**src/verilog/sbc_regs.svh**
```systemverilog
/*
  register offsets, field positions, reset values and timing counts of the
  serial bus clock/channel/reset block. assumes inclusion by bare name.
*/
`ifndef SBC_REGS_SVH
`define SBC_REGS_SVH

// ----------------------------------------
// offsets
// ----------------------------------------
`define SBC_ADDR_W 12
`define SBC_ADDR_PIN_SWITCH 12'h027
`define SBC_ADDR_CLK_SRC 12'hff1
`define SBC_ADDR_CTRL_B 12'h021
`define SBC_ADDR_STAT_A 12'h022

// ----------------------------------------
// fields
// ----------------------------------------
`define SBC_CHS_BIT 6
`define SBC_ES1_BIT 1
`define SBC_ES0_BIT 0
`define SBC_SOURCE_CLOCK_ENABLE_BIT 7
`define SBC_SOURCE_CLOCK_REQUEST_BIT 7
`define SBC_SOFT_RESET_FIELD_LSB 0
`define SBC_MODE_BIT 3
`define SBC_SEN_BIT 4
`define SBC_MON_BIT 0
`define SBC_SOFT_RESET_FIELD_ARM 2'h1
`define SBC_SOFT_RESET_FIELD_FIRE 2'h2

// ----------------------------------------
// pin slots
// ----------------------------------------
`define SBC_NPIN 5
`define SBC_PIN_SDA0 0
`define SBC_PIN_SCL0 1
`define SBC_PIN_SDA1 2
`define SBC_PIN_SCL1 3
`define SBC_PIN_SCK1 4

// ----------------------------------------
// reset values and timing
// ----------------------------------------
`define SBC_PIN_SWITCH_RST 8'h00
`define SBC_CTRL_B_RST 8'h00
`define SBC_CLK_NS 10
`define SBC_STD_QTR_NS 2500
`define SBC_SRC_DIV (`SBC_STD_QTR_NS / `SBC_CLK_NS)
`define SBC_SRST_CYCLES 4

`endif

```
**src/verilog/sbc_pkg.sv**
```systemverilog
/*
  types of the serial bus clock/channel/reset block.
  assumes nothing of its surroundings.
*/
package sbc_pkg;
  typedef enum logic {sbc_mode_i2c, sbc_mode_sio} sbc_mode_t;
  typedef enum logic [1:0] {sbc_srst_idle, sbc_srst_armed, sbc_srst_run} sbc_srst_t;
endpackage

```
**src/verilog/sbc_pin_if.sv**
```systemverilog
/*
  carrier between the block core and its pin multiplexer.
  assumes both ends run on the same clock.
*/
`timescale 1ns/100ps
`include "sbc_regs.svh"
interface sbc_pin_if;
  logic serial_en;
  logic mode_sio;
  logic bus_channel_select;
  logic eng_sda;
  logic eng_scl;
  logic sio_so;
  logic sio_sck;
  logic [`SBC_NPIN-1:0] gpio_out;
  logic [`SBC_NPIN-1:0] gpio_oe;
  logic [`SBC_NPIN-1:0] pin_o;
  logic [`SBC_NPIN-1:0] pin_oe;
  modport ctl(output serial_en, mode_sio, bus_channel_select, eng_sda, eng_scl, sio_so, sio_sck,
    gpio_out, gpio_oe, input pin_o, pin_oe);
  modport mux(input serial_en, mode_sio, bus_channel_select, eng_sda, eng_scl, sio_so, sio_sck,
    gpio_out, gpio_oe, output pin_o, pin_oe);
endinterface

```
**src/verilog/sbc_pinmux.sv**
```systemverilog
/*
  registered pin multiplexer: serial interface or plain port per pin.
  assumes the core drives every carrier input on its own clock.
*/
`timescale 1ns/100ps
`include "sbc_regs.svh"
module sbc_pinmux (
  // clock and reset
  input wire logic i_mclk,
  input wire logic i_rst_n,
  input wire logic i_ce,
  // carrier
  sbc_pin_if.mux pif
);
  logic [`SBC_NPIN-1:0] o_d, oe_d, o_q, oe_q;
  logic i2c_sel, sio_sel;

  // ----------------------------------------
  // selection
  // ----------------------------------------
  always_comb begin
    o_d = pif.gpio_out;
    oe_d = pif.gpio_oe;
    i2c_sel = pif.serial_en && !pif.mode_sio;
    sio_sel = pif.serial_en && pif.mode_sio;
    // latch low still pulls: the interface only rules when latches are 1
    if (i2c_sel && !pif.bus_channel_select) begin
      o_d[`SBC_PIN_SDA0] = 1'b0;
      oe_d[`SBC_PIN_SDA0] = !(pif.gpio_out[`SBC_PIN_SDA0] && pif.eng_sda);
      o_d[`SBC_PIN_SCL0] = 1'b0;
      oe_d[`SBC_PIN_SCL0] = !(pif.gpio_out[`SBC_PIN_SCL0] && pif.eng_scl);
    end
    if (i2c_sel && pif.bus_channel_select) begin
      o_d[`SBC_PIN_SDA1] = 1'b0;
      oe_d[`SBC_PIN_SDA1] = !(pif.gpio_out[`SBC_PIN_SDA1] && pif.eng_sda);
      o_d[`SBC_PIN_SCL1] = 1'b0;
      oe_d[`SBC_PIN_SCL1] = !(pif.gpio_out[`SBC_PIN_SCL1] && pif.eng_scl);
    end
    // clocked serial mode lives on the channel 1 group only
    if (sio_sel) begin
      o_d[`SBC_PIN_SDA1] = pif.gpio_out[`SBC_PIN_SDA1] && pif.sio_so;
      oe_d[`SBC_PIN_SDA1] = 1'b1;
      o_d[`SBC_PIN_SCL1] = 1'b0;
      oe_d[`SBC_PIN_SCL1] = 1'b0;
      o_d[`SBC_PIN_SCK1] = pif.gpio_out[`SBC_PIN_SCK1] && pif.sio_sck;
      oe_d[`SBC_PIN_SCK1] = 1'b1;
    end
  end

  always_ff @(posedge i_mclk) begin
    if (!i_rst_n) begin
      o_q <= '0;
      oe_q <= '0;
    end else if (i_ce) begin
      o_q <= o_d;
      oe_q <= oe_d;
    end
  end

  assign pif.pin_o = o_q;
  assign pif.pin_oe = oe_q;
endmodule

```
**src/verilog/sbc_sync.sv**
```systemverilog
/*
  three-flop synchroniser for pin levels; the output moves only once the
  second and third stages agree. assumes inputs asynchronous to i_mclk.
*/
`timescale 1ns/100ps
module sbc_sync #(
  parameter int W = 1
) (
  // clock and reset
  input wire logic i_mclk,
  input wire logic i_rst_n,
  input wire logic i_ce,
  // levels
  input wire logic [W-1:0] i_async,
  output logic [W-1:0] o_level
);
  logic [W-1:0] s1_q, s2_q, s3_q, lvl_q;
  logic [W-1:0] lvl_d;

  // ----------------------------------------
  // filter
  // ----------------------------------------
  always_comb begin
    for (int i = 0; i < W; i++) begin
      lvl_d[i] = (s2_q[i] == s3_q[i]) ? s3_q[i] : lvl_q[i];
    end
  end

  // idle-high default suits open-drain lines
  always_ff @(posedge i_mclk) begin
    if (!i_rst_n) begin
      s1_q <= '1;
      s2_q <= '1;
      s3_q <= '1;
      lvl_q <= '1;
    end else if (i_ce) begin
      s1_q <= i_async;
      s2_q <= s1_q;
      s3_q <= s2_q;
      lvl_q <= lvl_d;
    end
  end

  assign o_level = lvl_q;
endmodule

```
**src/verilog/sbc_top.sv**
```systemverilog
/*
  shared infrastructure of the single serial bus channel: source clock
  gating, channel select, pin preparation and software reset.
  assumes a same-clock transfer engine and a one-cycle strobe register port.
*/
// How it works
// - one channel, working as I2C or as clocked 8-bit serial I/O
// - I2C lines go to pin pair 0 or 1 per channel select bit
// - pins not used serially act as ordinary port pins
// - I2C runs standard speed only; no fast or high-speed
// - write-only enable: 1 starts source clock while request is set, 0 has no effect
// - request at 0 clears the enable, stopping the source clock
// - request flag readable at bit 7 of clock status
// - writing 01 then 10 to reset field resets the interface
// - monitor bit 0 reads 0 while software reset runs
`timescale 1ns/100ps
`include "sbc_regs.svh"
module sbc_top
  import sbc_pkg::*;
#(
  parameter int SRC_DIV = `SBC_SRC_DIV,
  parameter int SRST_CYCLES = `SBC_SRST_CYCLES
) (
  // clock, reset, enable
  input wire logic i_mclk,
  input wire logic i_rst_n,
  input wire logic i_ce,
  // register port
  input wire logic [`SBC_ADDR_W-1:0] i_addr,
  input wire logic [7:0] i_wdata,
  input wire logic i_wr,
  input wire logic i_rd,
  output logic [7:0] o_rdata,
  // transfer engine side
  input wire logic i_src_clk_req,
  input wire logic i_eng_sda,
  input wire logic i_eng_scl,
  input wire logic i_sio_so,
  input wire logic i_sio_sck,
  output logic o_src_clk_en,
  output logic o_src_tick,
  output logic o_serial_rst_n,
  output logic o_mode_sio,
  output logic o_eng_sda_in,
  output logic o_eng_scl_in,
  output logic o_scl_rise,
  output logic o_scl_fall,
  output logic o_sio_si,
  output logic [1:0] o_timer_edge_sel,
  // port latch side
  input wire logic [`SBC_NPIN-1:0] i_gpio_out,
  input wire logic [`SBC_NPIN-1:0] i_gpio_oe,
  output logic [`SBC_NPIN-1:0] o_gpio_in,
  // pins
  input wire logic [`SBC_NPIN-1:0] i_pin,
  output logic [`SBC_NPIN-1:0] o_pin,
  output logic [`SBC_NPIN-1:0] o_pin_oe
);
  localparam int DW = $clog2(SRC_DIV + 1);
  localparam int RW = $clog2(SRST_CYCLES + 1);

  sbc_pin_if pif ();
  logic [`SBC_NPIN-1:0] pin_s;

  // ----------------------------------------
  // register decode
  // ----------------------------------------
  logic wr_sw, wr_clk, wr_cb, rd_hit;
  always_comb begin
    wr_sw = i_wr && (i_addr == `SBC_ADDR_PIN_SWITCH);
    wr_clk = i_wr && (i_addr == `SBC_ADDR_CLK_SRC);
    wr_cb = i_wr && (i_addr == `SBC_ADDR_CTRL_B);
    rd_hit = i_rd;
  end

  // ----------------------------------------
  // configuration registers
  // ----------------------------------------
  logic chs_q, chs_d;
  logic [1:0] es_q, es_d;
  sbc_mode_t mode_q, mode_d;
  logic sen_q, sen_d;
  always_comb begin
    chs_d = chs_q;
    es_d = es_q;
    mode_d = mode_q;
    sen_d = sen_q;
    if (wr_sw) begin
      chs_d = i_wdata[`SBC_CHS_BIT];
      es_d = {i_wdata[`SBC_ES1_BIT], i_wdata[`SBC_ES0_BIT]};
    end
    if (wr_cb) begin
      mode_d = i_wdata[`SBC_MODE_BIT] ? sbc_mode_sio : sbc_mode_i2c;
      sen_d = i_wdata[`SBC_SEN_BIT];
    end
  end

  always_ff @(posedge i_mclk) begin
    if (!i_rst_n) begin
      chs_q <= 1'(`SBC_PIN_SWITCH_RST >> `SBC_CHS_BIT);
      es_q <= 2'h0;
      mode_q <= sbc_mode_i2c;
      sen_q <= 1'b0;
    end else if (i_ce) begin
      chs_q <= chs_d;
      es_q <= es_d;
      mode_q <= mode_d;
      sen_q <= sen_d;
    end
  end

  // ----------------------------------------
  // source clock enable
  // ----------------------------------------
  logic source_clock_enable_q, source_clock_enable_d;
  always_comb begin
    source_clock_enable_d = source_clock_enable_q;
    if (wr_clk) begin
      if (i_wdata[`SBC_SOURCE_CLOCK_ENABLE_BIT]) begin
        source_clock_enable_d = 1'b1;
      end else if (!(i_src_clk_req && source_clock_enable_q)) begin
        source_clock_enable_d = 1'b0;
      end
    end
    // a dropped request wins over any write
    if (!i_src_clk_req) begin
      source_clock_enable_d = 1'b0;
    end
  end

  always_ff @(posedge i_mclk) begin
    if (!i_rst_n) begin
      source_clock_enable_q <= 1'b0;
    end else if (i_ce) begin
      source_clock_enable_q <= source_clock_enable_d;
    end
  end

  // ----------------------------------------
  // software reset sequence
  // ----------------------------------------
  sbc_srst_t srst_q, srst_d;
  logic [RW-1:0] rcnt_q, rcnt_d;
  logic [1:0] swf;
  always_comb begin
    srst_d = srst_q;
    rcnt_d = rcnt_q;
    swf = i_wdata[`SBC_SOFT_RESET_FIELD_LSB +: 2];
    unique case (srst_q)
      sbc_srst_idle: begin
        if (wr_cb && swf == `SBC_SOFT_RESET_FIELD_ARM) begin
          srst_d = sbc_srst_armed;
        end
      end
      sbc_srst_armed: begin
        if (wr_cb && swf == `SBC_SOFT_RESET_FIELD_FIRE) begin
          srst_d = sbc_srst_run;
          rcnt_d = RW'(SRST_CYCLES - 1);
        end else if (wr_cb && swf != `SBC_SOFT_RESET_FIELD_ARM) begin
          srst_d = sbc_srst_idle;
        end
      end
      sbc_srst_run: begin
        if (rcnt_q == '0) begin
          srst_d = sbc_srst_idle;
        end else begin
          rcnt_d = rcnt_q - RW'(1);
        end
      end
      default: srst_d = sbc_srst_idle;
    endcase
  end

  always_ff @(posedge i_mclk) begin
    if (!i_rst_n) begin
      srst_q <= sbc_srst_idle;
      rcnt_q <= '0;
    end else if (i_ce) begin
      srst_q <= srst_d;
      rcnt_q <= rcnt_d;
    end
  end

  logic srst_run;
  assign srst_run = (srst_q == sbc_srst_run) || (srst_d == sbc_srst_run);

  // ----------------------------------------
  // standard-speed source tick
  // ----------------------------------------
  // the divider is fixed, so software cannot select a faster bus rate
  logic [DW-1:0] div_q, div_d;
  logic tick_q, tick_d;
  always_comb begin
    div_d = div_q;
    tick_d = 1'b0;
    if (!source_clock_enable_q || srst_run) begin
      div_d = '0;
    end else if (div_q == DW'(SRC_DIV - 1)) begin
      div_d = '0;
      tick_d = 1'b1;
    end else begin
      div_d = div_q + DW'(1);
    end
  end

  always_ff @(posedge i_mclk) begin
    if (!i_rst_n) begin
      div_q <= '0;
      tick_q <= 1'b0;
    end else if (i_ce) begin
      div_q <= div_d;
      tick_q <= tick_d;
    end
  end

  // ----------------------------------------
  // pin sampling and link edges
  // ----------------------------------------
  sbc_sync #(.W(`SBC_NPIN)) u_sync (
    .i_mclk(i_mclk),
    .i_rst_n(i_rst_n),
    .i_ce(i_ce),
    .i_async(i_pin),
    .o_level(pin_s)
  );

  logic scl_sel, sda_sel;
  logic scl_prev_q, rise_q, fall_q, sda_in_q, scl_in_q, si_q, mon_q, srst_n_q;
  logic scl_prev_d, rise_d, fall_d, sda_in_d, scl_in_d, si_d, mon_d, srst_n_d;
  logic [7:0] rdata_q, rdata_d;
  logic [`SBC_NPIN-1:0] gin_q;
  always_comb begin
    scl_sel = chs_q ? pin_s[`SBC_PIN_SCL1] : pin_s[`SBC_PIN_SCL0];
    sda_sel = chs_q ? pin_s[`SBC_PIN_SDA1] : pin_s[`SBC_PIN_SDA0];
    scl_prev_d = scl_sel;
    rise_d = 1'b0;
    fall_d = 1'b0;
    if (sen_q && mode_q == sbc_mode_i2c && !srst_run) begin
      rise_d = scl_sel && !scl_prev_q;
      fall_d = !scl_sel && scl_prev_q;
    end
    sda_in_d = sda_sel;
    scl_in_d = scl_sel;
    si_d = pin_s[`SBC_PIN_SCL1];
    mon_d = !srst_run;
    srst_n_d = !srst_run;
    rdata_d = 8'h00;
    if (rd_hit) begin
      unique case (i_addr)
        `SBC_ADDR_PIN_SWITCH: begin
          rdata_d[`SBC_CHS_BIT] = chs_q;
          rdata_d[`SBC_ES1_BIT] = es_q[1];
          rdata_d[`SBC_ES0_BIT] = es_q[0];
        end
        `SBC_ADDR_CLK_SRC: rdata_d[`SBC_SOURCE_CLOCK_REQUEST_BIT] = i_src_clk_req;
        `SBC_ADDR_CTRL_B: begin
          rdata_d[`SBC_MODE_BIT] = (mode_q == sbc_mode_sio);
          rdata_d[`SBC_SEN_BIT] = sen_q;
        end
        `SBC_ADDR_STAT_A: rdata_d[`SBC_MON_BIT] = mon_q;
        default: rdata_d = 8'h00;
      endcase
    end
  end

  always_ff @(posedge i_mclk) begin
    if (!i_rst_n) begin
      scl_prev_q <= 1'b1;
      rise_q <= 1'b0;
      fall_q <= 1'b0;
      sda_in_q <= 1'b1;
      scl_in_q <= 1'b1;
      si_q <= 1'b1;
      mon_q <= 1'b1;
      srst_n_q <= 1'b0;
      rdata_q <= 8'h00;
      gin_q <= '1;
    end else if (i_ce) begin
      scl_prev_q <= scl_prev_d;
      rise_q <= rise_d;
      fall_q <= fall_d;
      sda_in_q <= sda_in_d;
      scl_in_q <= scl_in_d;
      si_q <= si_d;
      mon_q <= mon_d;
      srst_n_q <= srst_n_d;
      rdata_q <= rdata_d;
      gin_q <= pin_s;
    end
  end

  // ----------------------------------------
  // pin multiplexer
  // ----------------------------------------
  assign pif.serial_en = sen_q;
  assign pif.mode_sio = (mode_q == sbc_mode_sio);
  assign pif.bus_channel_select = chs_q;
  assign pif.eng_sda = i_eng_sda || srst_run;
  assign pif.eng_scl = i_eng_scl || srst_run;
  assign pif.sio_so = i_sio_so;
  assign pif.sio_sck = i_sio_sck;
  assign pif.gpio_out = i_gpio_out;
  assign pif.gpio_oe = i_gpio_oe;

  sbc_pinmux u_mux (
    .i_mclk(i_mclk),
    .i_rst_n(i_rst_n),
    .i_ce(i_ce),
    .pif(pif.mux)
  );

  // ----------------------------------------
  // outputs
  // ----------------------------------------
  assign o_rdata = rdata_q;
  assign o_src_clk_en = source_clock_enable_q;
  assign o_src_tick = tick_q;
  assign o_serial_rst_n = srst_n_q;
  assign o_mode_sio = (mode_q == sbc_mode_sio);
  assign o_eng_sda_in = sda_in_q;
  assign o_eng_scl_in = scl_in_q;
  assign o_scl_rise = rise_q;
  assign o_scl_fall = fall_q;
  assign o_sio_si = si_q;
  assign o_timer_edge_sel = es_q;
  assign o_gpio_in = gin_q;
  assign o_pin = pif.pin_o;
  assign o_pin_oe = pif.pin_oe;
endmodule
```
**config.mk**
```make
export PLATFORM = sky130hd
export DESIGN_NAME = sbc_top
export DESIGN_NICKNAME = d
export VERILOG_FILES = /design/src/verilog/sbc_pkg.sv /design/src/verilog/sbc_pin_if.sv /design/src/verilog/sbc_pinmux.sv /design/src/verilog/sbc_sync.sv /design/src/verilog/sbc_top.sv
export VERILOG_INCLUDE_DIRS = /design/src /design/src/verilog
export SDC_FILE = /design/constraint.sdc
export NUM_CORES = 1
export LEC_CHECK = 0
export BUFFER_PORTS_ARGS = -buffer_cell sky130_fd_sc_hd__buf_4
export CORE_ASPECT_RATIO = 0.9
export CORE_MARGIN = 2
export CORE_UTILIZATION = 47
export DETAILED_ROUTE_END_ITERATION = 6
export GPL_TIMING_DRIVEN = 0
export HOLD_SLACK_MARGIN = 0.15
export PLACE_DENSITY_LB_ADDON = 0.05
export SETUP_SLACK_MARGIN = 0.02
export SYNTH_ARGS = -nofsm -noshare
export SYNTH_HDL_FRONTEND = slang
export SYNTH_SLANG_ARGS = --single-unit
```
**constraint.sdc**
```tcl
create_clock -name i_mclk -period 1.9 [get_ports i_mclk]
set_input_delay 0.285 -clock i_mclk [delete_from_list [all_inputs] [get_ports i_mclk]]
set_output_delay 0.285 -clock i_mclk [all_outputs]
set_load 0.02 [all_outputs]
```
==> impl_metrics.yaml, run 1 <==
sta:
  final_period_minus_worst_setup_slack_ns: 1.83
  max_freq_mhz: 546
  worst_hold_slack_ns: 0.159
  hold_viol: 0
  max_slew_margin: 0.629
  setup-violations-final: 0
  timing.clock.skew_ns: 0.00634
  worst_margin_pin_slew_ns: 0.556
  maxSlewViolCount: 0
  period_share: 0.963
setup_path:
  largest_fanout_on_the_critical_path: 5
  worstSetupStartpointType: "register"
  r2r_cells: 7
  cp_required_ns: 2.18
  worstPathArrival_ns: 2.11
  worst_setup_path_end_kind: "register"
  setup.worst_path.class: "reg2reg"
  rrSetupSlack_ns: 0.07
yosys:
  postSynthRegisterBits: 67
  yosysUniqueCellTypes: 49
  synthesis.area_per_instance_sq_um: 8.74
  synth-seq-area-share: 0.451
  postSynthCellCount: 340
  synth_warnings: 0
  synth_enable_flop_cells: 0
  mappedNetlistArea_sq_um: 2970
  dominantRegCellSynth: "sky130_fd_sc_hd__dfxtp_1"
  async_reset_ff_frac: 0
grt:
  grt_first_pass_wirelength_mm: 12.2
  grt_remaining_overflow: 0
  track_usage: 0.225
  met3_track_utilization_from_global_routing: 0.0703
  globalRouteMet1Util: 0.281
  grt_start_max_net_pins: 13
  antenna_violations_before_repair: 0
  grtUsageMet2: 0.377
  grt_most_used_layer: "met2"
  grt_pass1_vias: 2601
final_layout:
  net_count_final: 475
  flow.area_growth_from_synthesis_pct: 29.1
  final_util: 0.628
  fillCellCount: 550
  final-instance-count-excl-fill: 518
  final_cell_area_sq_um: 3840
  drive_above_1_share: 0.253
  number_of_diodes_added_for_antenna_fixing: 0
clocking:
  tritoncts: "done"
  htreeDepth: 3
  cts-hold-fix-buffers: 0
  clock_latency_ns: 0.34
  cts.sinks: 67
  clk_path_buf_depth: 2
  post_cts_clock_slew_at_the_launch_and_capture_registers_of_the_worst_setup_and_hold_paths_ns: 0.08
  tritoncts.num_buffers: 9
  clk_root_buffer_cell: "sky130_fd_sc_hd__clkbuf_8"
place:
  placed_area_sq_um: 3630
  placed_cells: 501
  place.detailed.hpwl_mm: 5.59
  quantity_of_i_o_buffers_inserted_on_ports: 73
  gp_congestion: 0.815
run_status:
  run_status: "finished, final reports clean"
routing:
  drt-total-wl_mm: 7.79
  drt_pass1_iterations: 4
  drc: 0
  vias: 2763
  routed_wire_length_per_instance_microns: 15.0
  drt.antenna.violating_nets: 0
  routed_via_density: 5.33
  drtIter0Drc: 207
die:
  core-area_sq_um: 6110
  floorplan.io_pins: 79
  die_height_microns: 79.5
  initial_core_util: 0.486
  chipWidth_microns: 87.8
  die_area_sq_um: 6980
  core.rowCount: 27
run:
  max_cap_violations: 0
power_and_ir_drop:
  power_density_nw_per_um2: 712
  ir_worst_vdd_mv: 0.502
  total_leakage_power_nw: 1.59
worst_hold_path:
  whs_path_depth: 3
  hp-class: "in2reg"
[through the flow]
stage                TNS, ns  setup WS (ns)  total power [mW]
floorplan                  0         0.0699              1.61
global placement       -1.07         -0.114              1.74
detailed placement     -1.89         -0.144              1.75
CTS                        0         0.0276              2.75
global route        -0.00889       -0.00827              2.84
finish                     0         0.0695              2.73
[critical path, cell delays in order (launching register included)]
cell and delay [ns]:
sky130_fd_sc_hd__dfxtp_4 0.37, sky130_fd_sc_hd__inv_1 0.04, sky130_fd_sc_hd__ha_1 0.17, sky130_fd_sc_hd__and3_4 0.18, sky130_fd_sc_hd__a211o_1 0.29, sky130_fd_sc_hd__a21o_1 0.19
sky130_fd_sc_hd__or4_1 0.46, sky130_fd_sc_hd__o21ai_1 0.08
[worst paths after layout]
check,from,end
max reg2reg,div_q[1],div_q[4]
min,i_pin[4],u_sync.s1_q[4]
min reg2reg,o_serial_rst_n,o_serial_rst_n
max,div_q[1],div_q[4]
[sequential cells by signal (all words and copies together) (netlist names), 3 cells and up]
| register | count |
|---|---|
| div_q | 8 |
| o_rdata | 6 |
| o_gpio_in | 5 |
| u_mux.pif.pin_o | 5 |
| u_mux.pif.pin_oe | 5 |
| u_sync.o_level | 5 |
| u_sync.s1_q | 5 |
| u_sync.s2_q | 5 |
| u_sync.s3_q | 5 |
| rcnt_q | 3 |
[placed cells by master (no fill, tap or decap), types with 3 or more instances in the layout]
| master | netlist | layout |
|---|---|---|
| sky130_fd_sc_hd__ha_1 | 4 | 4 |
| sky130_fd_sc_hd__nor2_1 | 17 | 17 |
| sky130_fd_sc_hd__a21oi_1 | 28 | 26 |
| sky130_fd_sc_hd__clkbuf_1 | 13 | 13 |
| sky130_fd_sc_hd__clkbuf_8 | 0 | 9 |
| sky130_fd_sc_hd__buf_4 | 3 | 78 |
| sky130_fd_sc_hd__nand3b_1 | 3 | 3 |
| sky130_fd_sc_hd__nand2b_1 | 7 | 7 |
| sky130_fd_sc_hd__nand3_1 | 15 | 15 |
| sky130_fd_sc_hd__o211ai_1 | 3 | 3 |
| sky130_fd_sc_hd__dfxtp_1 | 67 | 65 |
| sky130_fd_sc_hd__nor2b_1 | 6 | 6 |
| sky130_fd_sc_hd__inv_1 | 8 | 8 |
| sky130_fd_sc_hd__nand4_1 | 6 | 6 |
| sky130_fd_sc_hd__mux2i_1 | 26 | 26 |
| sky130_fd_sc_hd__o21ai_0 | 23 | 22 |
| sky130_fd_sc_hd__and2_1 | 4 | 4 |
| sky130_fd_sc_hd__a22oi_1 | 4 | 4 |
| sky130_fd_sc_hd__nand4b_1 | 3 | 3 |
| sky130_fd_sc_hd__and3_1 | 5 | 4 |
| sky130_fd_sc_hd__nand2_1 | 52 | 52 |
| sky130_fd_sc_hd__buf_1 | 3 | 3 |
| sky130_fd_sc_hd__clkinvlp_4 | 0 | 3 |
[power by group]
group | switching (mW) | leakage (nW) | internal (mW) | total [mW]
Sequential | 0.0171 | 0.546 | 1.43 | 1.45
Clock | 0.545 | 0.0787 | 0.473 | 1.02
Combinational | 0.145 | 0.963 | 0.124 | 0.269
Total | 0.707 | 1.59 | 2.03 | 2.73
[routing by layer]
layer	share of wire	vias up
met2	0.50	62
li1	-	1384
met3	0.046	6
met4	0.0066	0
met5	0	-
met1	0.45	1311
[Yosys cell counts, types with 2 or more instances]
| cell type | n | area (sq um) |
|---|---|---|
| sky130_fd_sc_hd__dfxtp_1 | 67 | 1340 |
| sky130_fd_sc_hd__nand2_1 | 52 | 195 |
| sky130_fd_sc_hd__a21oi_1 | 28 | 140 |
| sky130_fd_sc_hd__mux2i_1 | 26 | 260 |
| sky130_fd_sc_hd__o21ai_0 | 23 | 115 |
| sky130_fd_sc_hd__nor2_1 | 17 | 63.8 |
| sky130_fd_sc_hd__nand3_1 | 15 | 75.1 |
| sky130_fd_sc_hd__clkbuf_1 | 13 | 48.8 |
| sky130_fd_sc_hd__inv_1 | 8 | 30.0 |
| sky130_fd_sc_hd__nand2b_1 | 7 | 43.8 |
| sky130_fd_sc_hd__nand4_1 | 6 | 37.5 |
| sky130_fd_sc_hd__nor2b_1 | 6 | 37.5 |
| sky130_fd_sc_hd__and3_1 | 5 | 31.3 |
| sky130_fd_sc_hd__a22oi_1 | 4 | 30.0 |
| sky130_fd_sc_hd__and2_1 | 4 | 25.0 |
| sky130_fd_sc_hd__ha_1 | 4 | 50.1 |
| sky130_fd_sc_hd__and4_1 | 3 | 26.3 |
| sky130_fd_sc_hd__buf_1 | 3 | 11.3 |
| sky130_fd_sc_hd__buf_4 | 3 | 22.5 |
| sky130_fd_sc_hd__nand3b_1 | 3 | 22.5 |
| sky130_fd_sc_hd__nand4b_1 | 3 | 26.3 |
| sky130_fd_sc_hd__o211ai_1 | 3 | 22.5 |
| sky130_fd_sc_hd__a211oi_1 | 2 | 15.0 |
| sky130_fd_sc_hd__a21boi_0 | 2 | 15.0 |
| sky130_fd_sc_hd__a32oi_1 | 2 | 17.5 |
| sky130_fd_sc_hd__a41oi_1 | 2 | 17.5 |
| sky130_fd_sc_hd__and4b_1 | 2 | 20.0 |
| sky130_fd_sc_hd__buf_2 | 2 | 10.0 |
| sky130_fd_sc_hd__nor3_1 | 2 | 10.0 |
| sky130_fd_sc_hd__o22ai_1 | 2 | 12.5 |
| sky130_fd_sc_hd__o31ai_1 | 2 | 15.0 |
| sky130_fd_sc_hd__or3b_2 | 2 | 17.5 |
[logic make-up (layout without fill, tap and decap cells)]
logic type | count (synthesis) | in the layout | synth area share
AO/OA/AOI/OAI | 78 | 78 | 0.157
other | 1 | 2 | 0.00126
AND/OR/NAND/NOR | 135 | 135 | 0.245
buffers and inverters | 29 | 119 | 0.0412
adder cells (fa/ha/maj) | 4 | 4 | 0.0168
flip-flops | 67 | 67 | 0.451
multiplexers | 26 | 26 | 0.0875
[area by class of cell]
| type | count | area (sq um) | area share |
|---|---|---|---|
| Inverter | 8 | 30.0 | 0.00782 |
| Clock inverter | 6 | 41.3 | 0.0108 |
| Sequential cell | 67 | 1350 | 0.351 |
| Buffer | 20 | 88.8 | 0.0231 |
| Timing Repair Buffer | 75 | 563 | 0.147 |
| Clock buffer | 10 | 128 | 0.0332 |
| Multi-Input combinational cell | 245 | 1530 | 0.399 |
| Tap cell | 87 | 109 | 0.0284 |
[repair_timing]
| action | 4_1_cts | 5_1_grt |
|---|---|---|
| resized for setup | 2 | 7 |
| endpoints found under the hold margin | 0 | 0 |
| buffers inserted | 1 | 1 |
| setup endpoints to repair | 2 | 12 |
| pin swaps | 0 | 1 |
| gates cloned | 0 | 0 |
Power figures use the tool's default switching activity.
==> run 2, diff against run 1 <==
PLACE_DENSITY = 0.83   (was unset)
PLACE_DENSITY_LB_ADDON = unset   (was 0.05)
==> impl_metrics.yaml, run 2 (synthesis results as in run 1) <==
sta:
  setup-violations-final: 0
  hold_viol: 0
  grt_setup_unrepaired: "true"
  period_share: 0.986
  worst_margin_pin_slew_ns: 0.562
  maxSlewViolCount: 0
  max_slew_margin: 0.625
  max_freq_mhz: 534
  timing.clock.skew_ns: 0.00583
  setup_total_negative_slack_ns: 0
  final_period_minus_worst_setup_slack_ns: 1.87
place:
  quantity_of_i_o_buffers_inserted_on_ports: 73
  gp_congestion: 0.904
  place.detailed.hpwl_mm: 5.65
  placed_cells: 501
final_layout:
  fillCellCount: 512
  flow.area_growth_from_synthesis_pct: 32.7
  net_count_final: 482
  most_frequent_standard_cell_in_the_layout_excluding_fill_and_tap_cells: "sky130_fd_sc_hd__buf_4"
  largest_register_ffs: 8
  drive_above_1_share: 0.258
  number_of_diodes_added_for_antenna_fixing: 0
  regMostFlops: "div_q"
  final_util: 0.645
  final-instance-count-excl-fill: 525
  commonest_cells_after_routing_fill_and_taps_aside: "sky130_fd_sc_hd__buf_4, sky130_fd_sc_hd__dfxtp_1, sky130_fd_sc_hd__nand2_1"
grt:
  grt_first_pass_wirelength_mm: 11.8
  grt_remaining_overflow: 0
  grt_pass1_vias: 2541
  grt_start_max_net_pins: 14
  track_usage: 0.221
  antenna_violations_before_repair: 0
routing:
  drt_pass1_iterations: 6
  routed_wire_length_per_instance_microns: 15.0
  vias: 2878
  drc: 0
  drt.antenna.violating_nets: 0
  drt-total-wl_mm: 7.90
  routed_via_density: 5.48
  drtIter0Drc: 181
power_and_ir_drop:
  post_layout_power_mw: 2.92
  power_density_nw_per_um2: 741
  ir_worst_vdd_mv: 0.565
  total_leakage_power_nw: 1.63
die:
  initial_core_util: 0.486
  die_height_microns: 79.5
  chipWidth_microns: 87.8
  core-area_sq_um: 6110
  die_area_sq_um: 6980
  floorplan.io_pins: 79
  core.rowCount: 27
worst_hold_path:
  hp-class: "in2reg"
  worst_hold_startpoint: "i_wdata[6]"
  whs_path_depth: 3
  hold_path_end: "chs_q"
setup_path:
  r2r_cells: 7
  worstPathArrival_ns: 2.17
  largest_fanout_on_the_critical_path: 5
  rrSetupSlack_ns: 0.03
  r2r-start: "div_q[1]"
  worstSetupStartpointType: "register"
  worst_setup_path_end_kind: "register"
  r2r_end: "div_q[4]"
  cp_required_ns: 2.19
  critPathLaunch: "div_q[1]"
  setup.worst_path.class: "reg2reg"
clocking:
  cts.sinks: 67
  post_cts_clock_slew_at_the_launch_and_capture_registers_of_the_worst_setup_and_hold_paths_ns: 0.08
  tritoncts: "done"
  clk_path_buf_depth: 2
  clock_latency_ns: 0.35
  clk_root_buffer_cell: "sky130_fd_sc_hd__clkbuf_8"
  htreeDepth: 3
  tritoncts.num_buffers: 9
run_status:
  run_status: "finished, final reports clean"
run:
  max_cap_violations: 0
-- run 2: worst max-delay path, cell delays in order (launching register included) --
cell and delay, ns:
sky130_fd_sc_hd__dfxtp_4 0.37, sky130_fd_sc_hd__inv_2 0.04, sky130_fd_sc_hd__ha_4 0.14, sky130_fd_sc_hd__and3_4 0.17, sky130_fd_sc_hd__a211o_1 0.33, sky130_fd_sc_hd__a21o_1 0.18
sky130_fd_sc_hd__or4_1 0.50, sky130_fd_sc_hd__o21ai_1 0.08
-- run 2: stage by stage --
step	hold slack (ns)	area, sq um	worst slack (ns)
final	0.177	3940	0.0265
after global routing	0.191	3940	-0.0450
after CTS	0.176	3900	0.0133
after detailed placement	0.445	3630	-0.0994
after global placement	0.439	3630	-0.0848
after floorplan	0.413	2980	0.0699
-- run 2: where the power goes --
| part | switching (mW) | internal, mW | total, mW |
|---|---|---|---|
| Sequential | 0.0157 | 1.43 | 1.45 |
| Clock | 0.585 | 0.614 | 1.20 |
| Combinational | 0.146 | 0.130 | 0.277 |
-- run 2: metal layers --
metal | up-vias | GRT usage | share of wire
met5 | - | 0 | 0
met4 | 0 | 0.0662 | 0.012
met3 | 9 | 0.0724 | 0.069
met2 | 97 | 0.368 | 0.50
met1 | 1381 | 0.271 | 0.42
li1 | 1391 | - | -
-- run 2: layout make-up --
cell class,instances,area (sq um),area share
Timing Repair Buffer,81,621,0.157
Inverter,8,30.0,0.00761
Clock buffer,9,124,0.0314
Tap cell,87,109,0.0276
Clock inverter,7,76.3,0.0194
Sequential cell,67,1350,0.341
Multi-Input combinational cell,245,1550,0.392
Buffer,21,92.6,0.0235
-- run 2: how the worst max path moves through the flow --
stage	endpoint	slack, ns	cells after the start
floorplan	div_q[4]	0.07	7
global placement	o_gpio_in[4]	-0.08	5
detailed placement	o_scl_rise	-0.1	6
CTS	o_scl_rise	0.01	5
global route	div_q[4]	-0.05	7
finish	div_q[4]	0.03	7
-- run 2: repair_timing --
action	4_1_cts	5_1_grt
endpoints found under the setup margin	5	10
hold buffers	5	0
pin swaps	1	2
resized for setup	3	9
endpoints found under the hold margin	5	0
buffers inserted	1	2
==> run 3, diff against run 2 <==
CORE_ASPECT_RATIO = unset   (was 0.9)
CORE_UTILIZATION = 52   (was 47)
PLACE_DENSITY = 0.87   (was 0.83)
clock period = 1.85 ns   (was 1.9 ns; I/O delays follow)
==> impl_metrics.yaml, run 3 (synthesis results as in run 1) <==
final_layout:
  final-instance-count-excl-fill: 510
  flow.area_growth_from_synthesis_pct: 32.8
  register_area_sq_um: 1350
  commonest_cells_after_routing_fill_and_taps_aside: "sky130_fd_sc_hd__buf_4, sky130_fd_sc_hd__dfxtp_1, sky130_fd_sc_hd__nand2_1"
  multi_input_area_sq_um: 1560
  final_cell_area_sq_um: 3950
  net_count_final: 482
  drive_above_1_share: 0.265
  number_of_diodes_added_for_antenna_fixing: 0
  regMostFlops: "div_q"
  most_frequent_standard_cell_in_the_layout_excluding_fill_and_tap_cells: "sky130_fd_sc_hd__buf_4"
  largest_register_ffs: 8
  fillCellCount: 419
sta:
  grt_setup_unrepaired: "true"
  maxSlewViolCount: 0
  worst_hold_slack_ns: 0.162
  period_share: 1.02
  max_slew_margin: 0.601
  final_period_minus_worst_setup_slack_ns: 1.88
  hold_viol: 0
  max_freq_mhz: 532
  postLayoutSetupSlackWorst_ns: -0.0301
  worst_margin_pin_slew_ns: 0.599
  setup-violations-final: 1
  timing.clock.skew_ns: 0.00883
clocking:
  clk_path_buf_depth: 2
  clk_root_buffer_cell: "sky130_fd_sc_hd__clkbuf_8"
  tritoncts.num_buffers: 9
  clock_latency_ns: 0.34
  htreeDepth: 3
  cts.sinks: 67
  tritoncts: "done"
  post_cts_clock_slew_at_the_launch_and_capture_registers_of_the_worst_setup_and_hold_paths_ns: 0.07
grt:
  grt_pass1_vias: 2758
  antenna_violations_before_repair: 0
  grt_remaining_overflow: 0
  grt_start_max_net_pins: 12
  grt_first_pass_wirelength_mm: 12.4
  track_usage: 0.253
setup_path:
  worst_setup_path_end_kind: "register"
  largest_fanout_on_the_critical_path: 5
  r2r_cells: 6
  path_delay_family: "simple AND/OR/NAND/NOR gates"
  critPathMaxStageDelay_ns: 0.52
  levels_on_crit_path: 6
  worstSetupStartpointType: "register"
  cp_required_ns: 2.12
  worstPathArrival_ns: 2.15
  cp.buffers_inverters: 0
  critical_path.slowest_cell: "sky130_fd_sc_hd__or4_1"
  timing.critical_path.cells: "ha_4, and3_4, a211o_1, a21o_1, or4_1, o21ai_1"
  setup.worst_path.class: "reg2reg"
routing:
  drt_pass1_iterations: 5
  routed_wire_length_per_instance_microns: 16.0
  drc: 0
  vias: 2966
  drt-total-wl_mm: 8.14
  drtIter0Drc: 336
  drt.antenna.violating_nets: 0
  routed_via_density: 5.82
die:
  die_area_sq_um: 6340
  chipWidth_microns: 79.6
  core-area_sq_um: 5510
  initial_core_util: 0.540
  die_height_microns: 79.6
  core.rowCount: 27
  floorplan.io_pins: 79
place:
  place.detailed.hpwl_mm: 5.68
  quantity_of_i_o_buffers_inserted_on_ports: 73
  place_worst_setup_slack_ns: -0.155
  gp_congestion: 0.864
  placed_cells: 486
  placed_area_sq_um: 3620
run_status:
  violations: "setup timing"
  run_status: "finished, violations left"
worst_hold_path:
  whs_path_depth: 3
  hp-class: "in2reg"
power_and_ir_drop:
  power_density_nw_per_um2: 764
  ir_worst_vdd_mv: 0.670
  post_layout_power_mw: 3.02
  total_leakage_power_nw: 1.65
run:
  max_cap_violations: 0
-- run 3: cell types whose count changed in the layout (fill, tap and decap cells not counted), moves of 2 or more --
cell,previous run,this run
sky130_fd_sc_hd__clkbuf_8,9,11
sky130_fd_sc_hd__clkinvlp_4,2,0
sky130_fd_sc_hd__buf_4,79,81
sky130_fd_sc_hd__inv_6,2,0
-- run 3: tightest hold or removal path, cell delays in order --
cell	delay, ns
sky130_fd_sc_hd__buf_4	0.08
sky130_fd_sc_hd__mux2i_1	0.05
sky130_fd_sc_hd__nand2_1	0.07
-- run 3: layout make-up --
type                            count  share of cell area
Tap cell                           72              0.0228
Multi-Input combinational cell    245               0.395
Sequential cell                    67               0.341
Buffer                             20              0.0228
Clock buffer                       12              0.0393
Inverter                            8             0.00760
Clock inverter                      4              0.0124
Timing Repair Buffer               82               0.158
-- run 3: metrics by stage --
step | setup TNS (ns) | util
final | -0.0301 | 0.717
after global routing | -0.0532 | 0.717
after CTS | 0 | 0.707
after detailed placement | -2.25 | 0.657
after global placement | -1.47 | 0.657
after floorplan | 0 | -
-- run 3: path summary, 6_finish.rpt --
| check | from | slack [ns] | end |
|---|---|---|---|
| setup / recovery | div_q[0] | -0.03 | div_q[4] |
| hold / removal | i_pin[3] | 0.16 | u_sync.s1_q[3] |
| setup reg to reg | div_q[0] | -0.03 | div_q[4] |
| hold reg to reg | o_serial_rst_n | 0.45 | o_serial_rst_n |
-- run 3: report_power, final --
group          leakage (nW)  internal, mW  switching [mW]  total, mW
Clock                 0.106         0.694           0.550       1.24
Sequential            0.547          1.47          0.0181       1.49
Combinational          1.00         0.133           0.152      0.285
Total                  1.65          2.30           0.720       3.02
-- run 3: what timing repair did --
| action | 4_1_cts | 5_1_grt |
|---|---|---|
| hold buffers | 4 | 0 |
| pin swaps | 1 | 4 |
| buffers inserted | 3 | 2 |
| resized for setup | 4 | 11 |
| hold endpoints to repair | 4 | 0 |
| setup endpoints to repair | 11 | 12 |
-- run 3: layer usage --
layer,up-vias,routed length [microns],global-route usage
li1,1394,-,-
met1,1395,3220,0.298
met2,157,4140,0.449
met3,20,621,0.0430
met4,0,158,0.110
met5,-,0,0
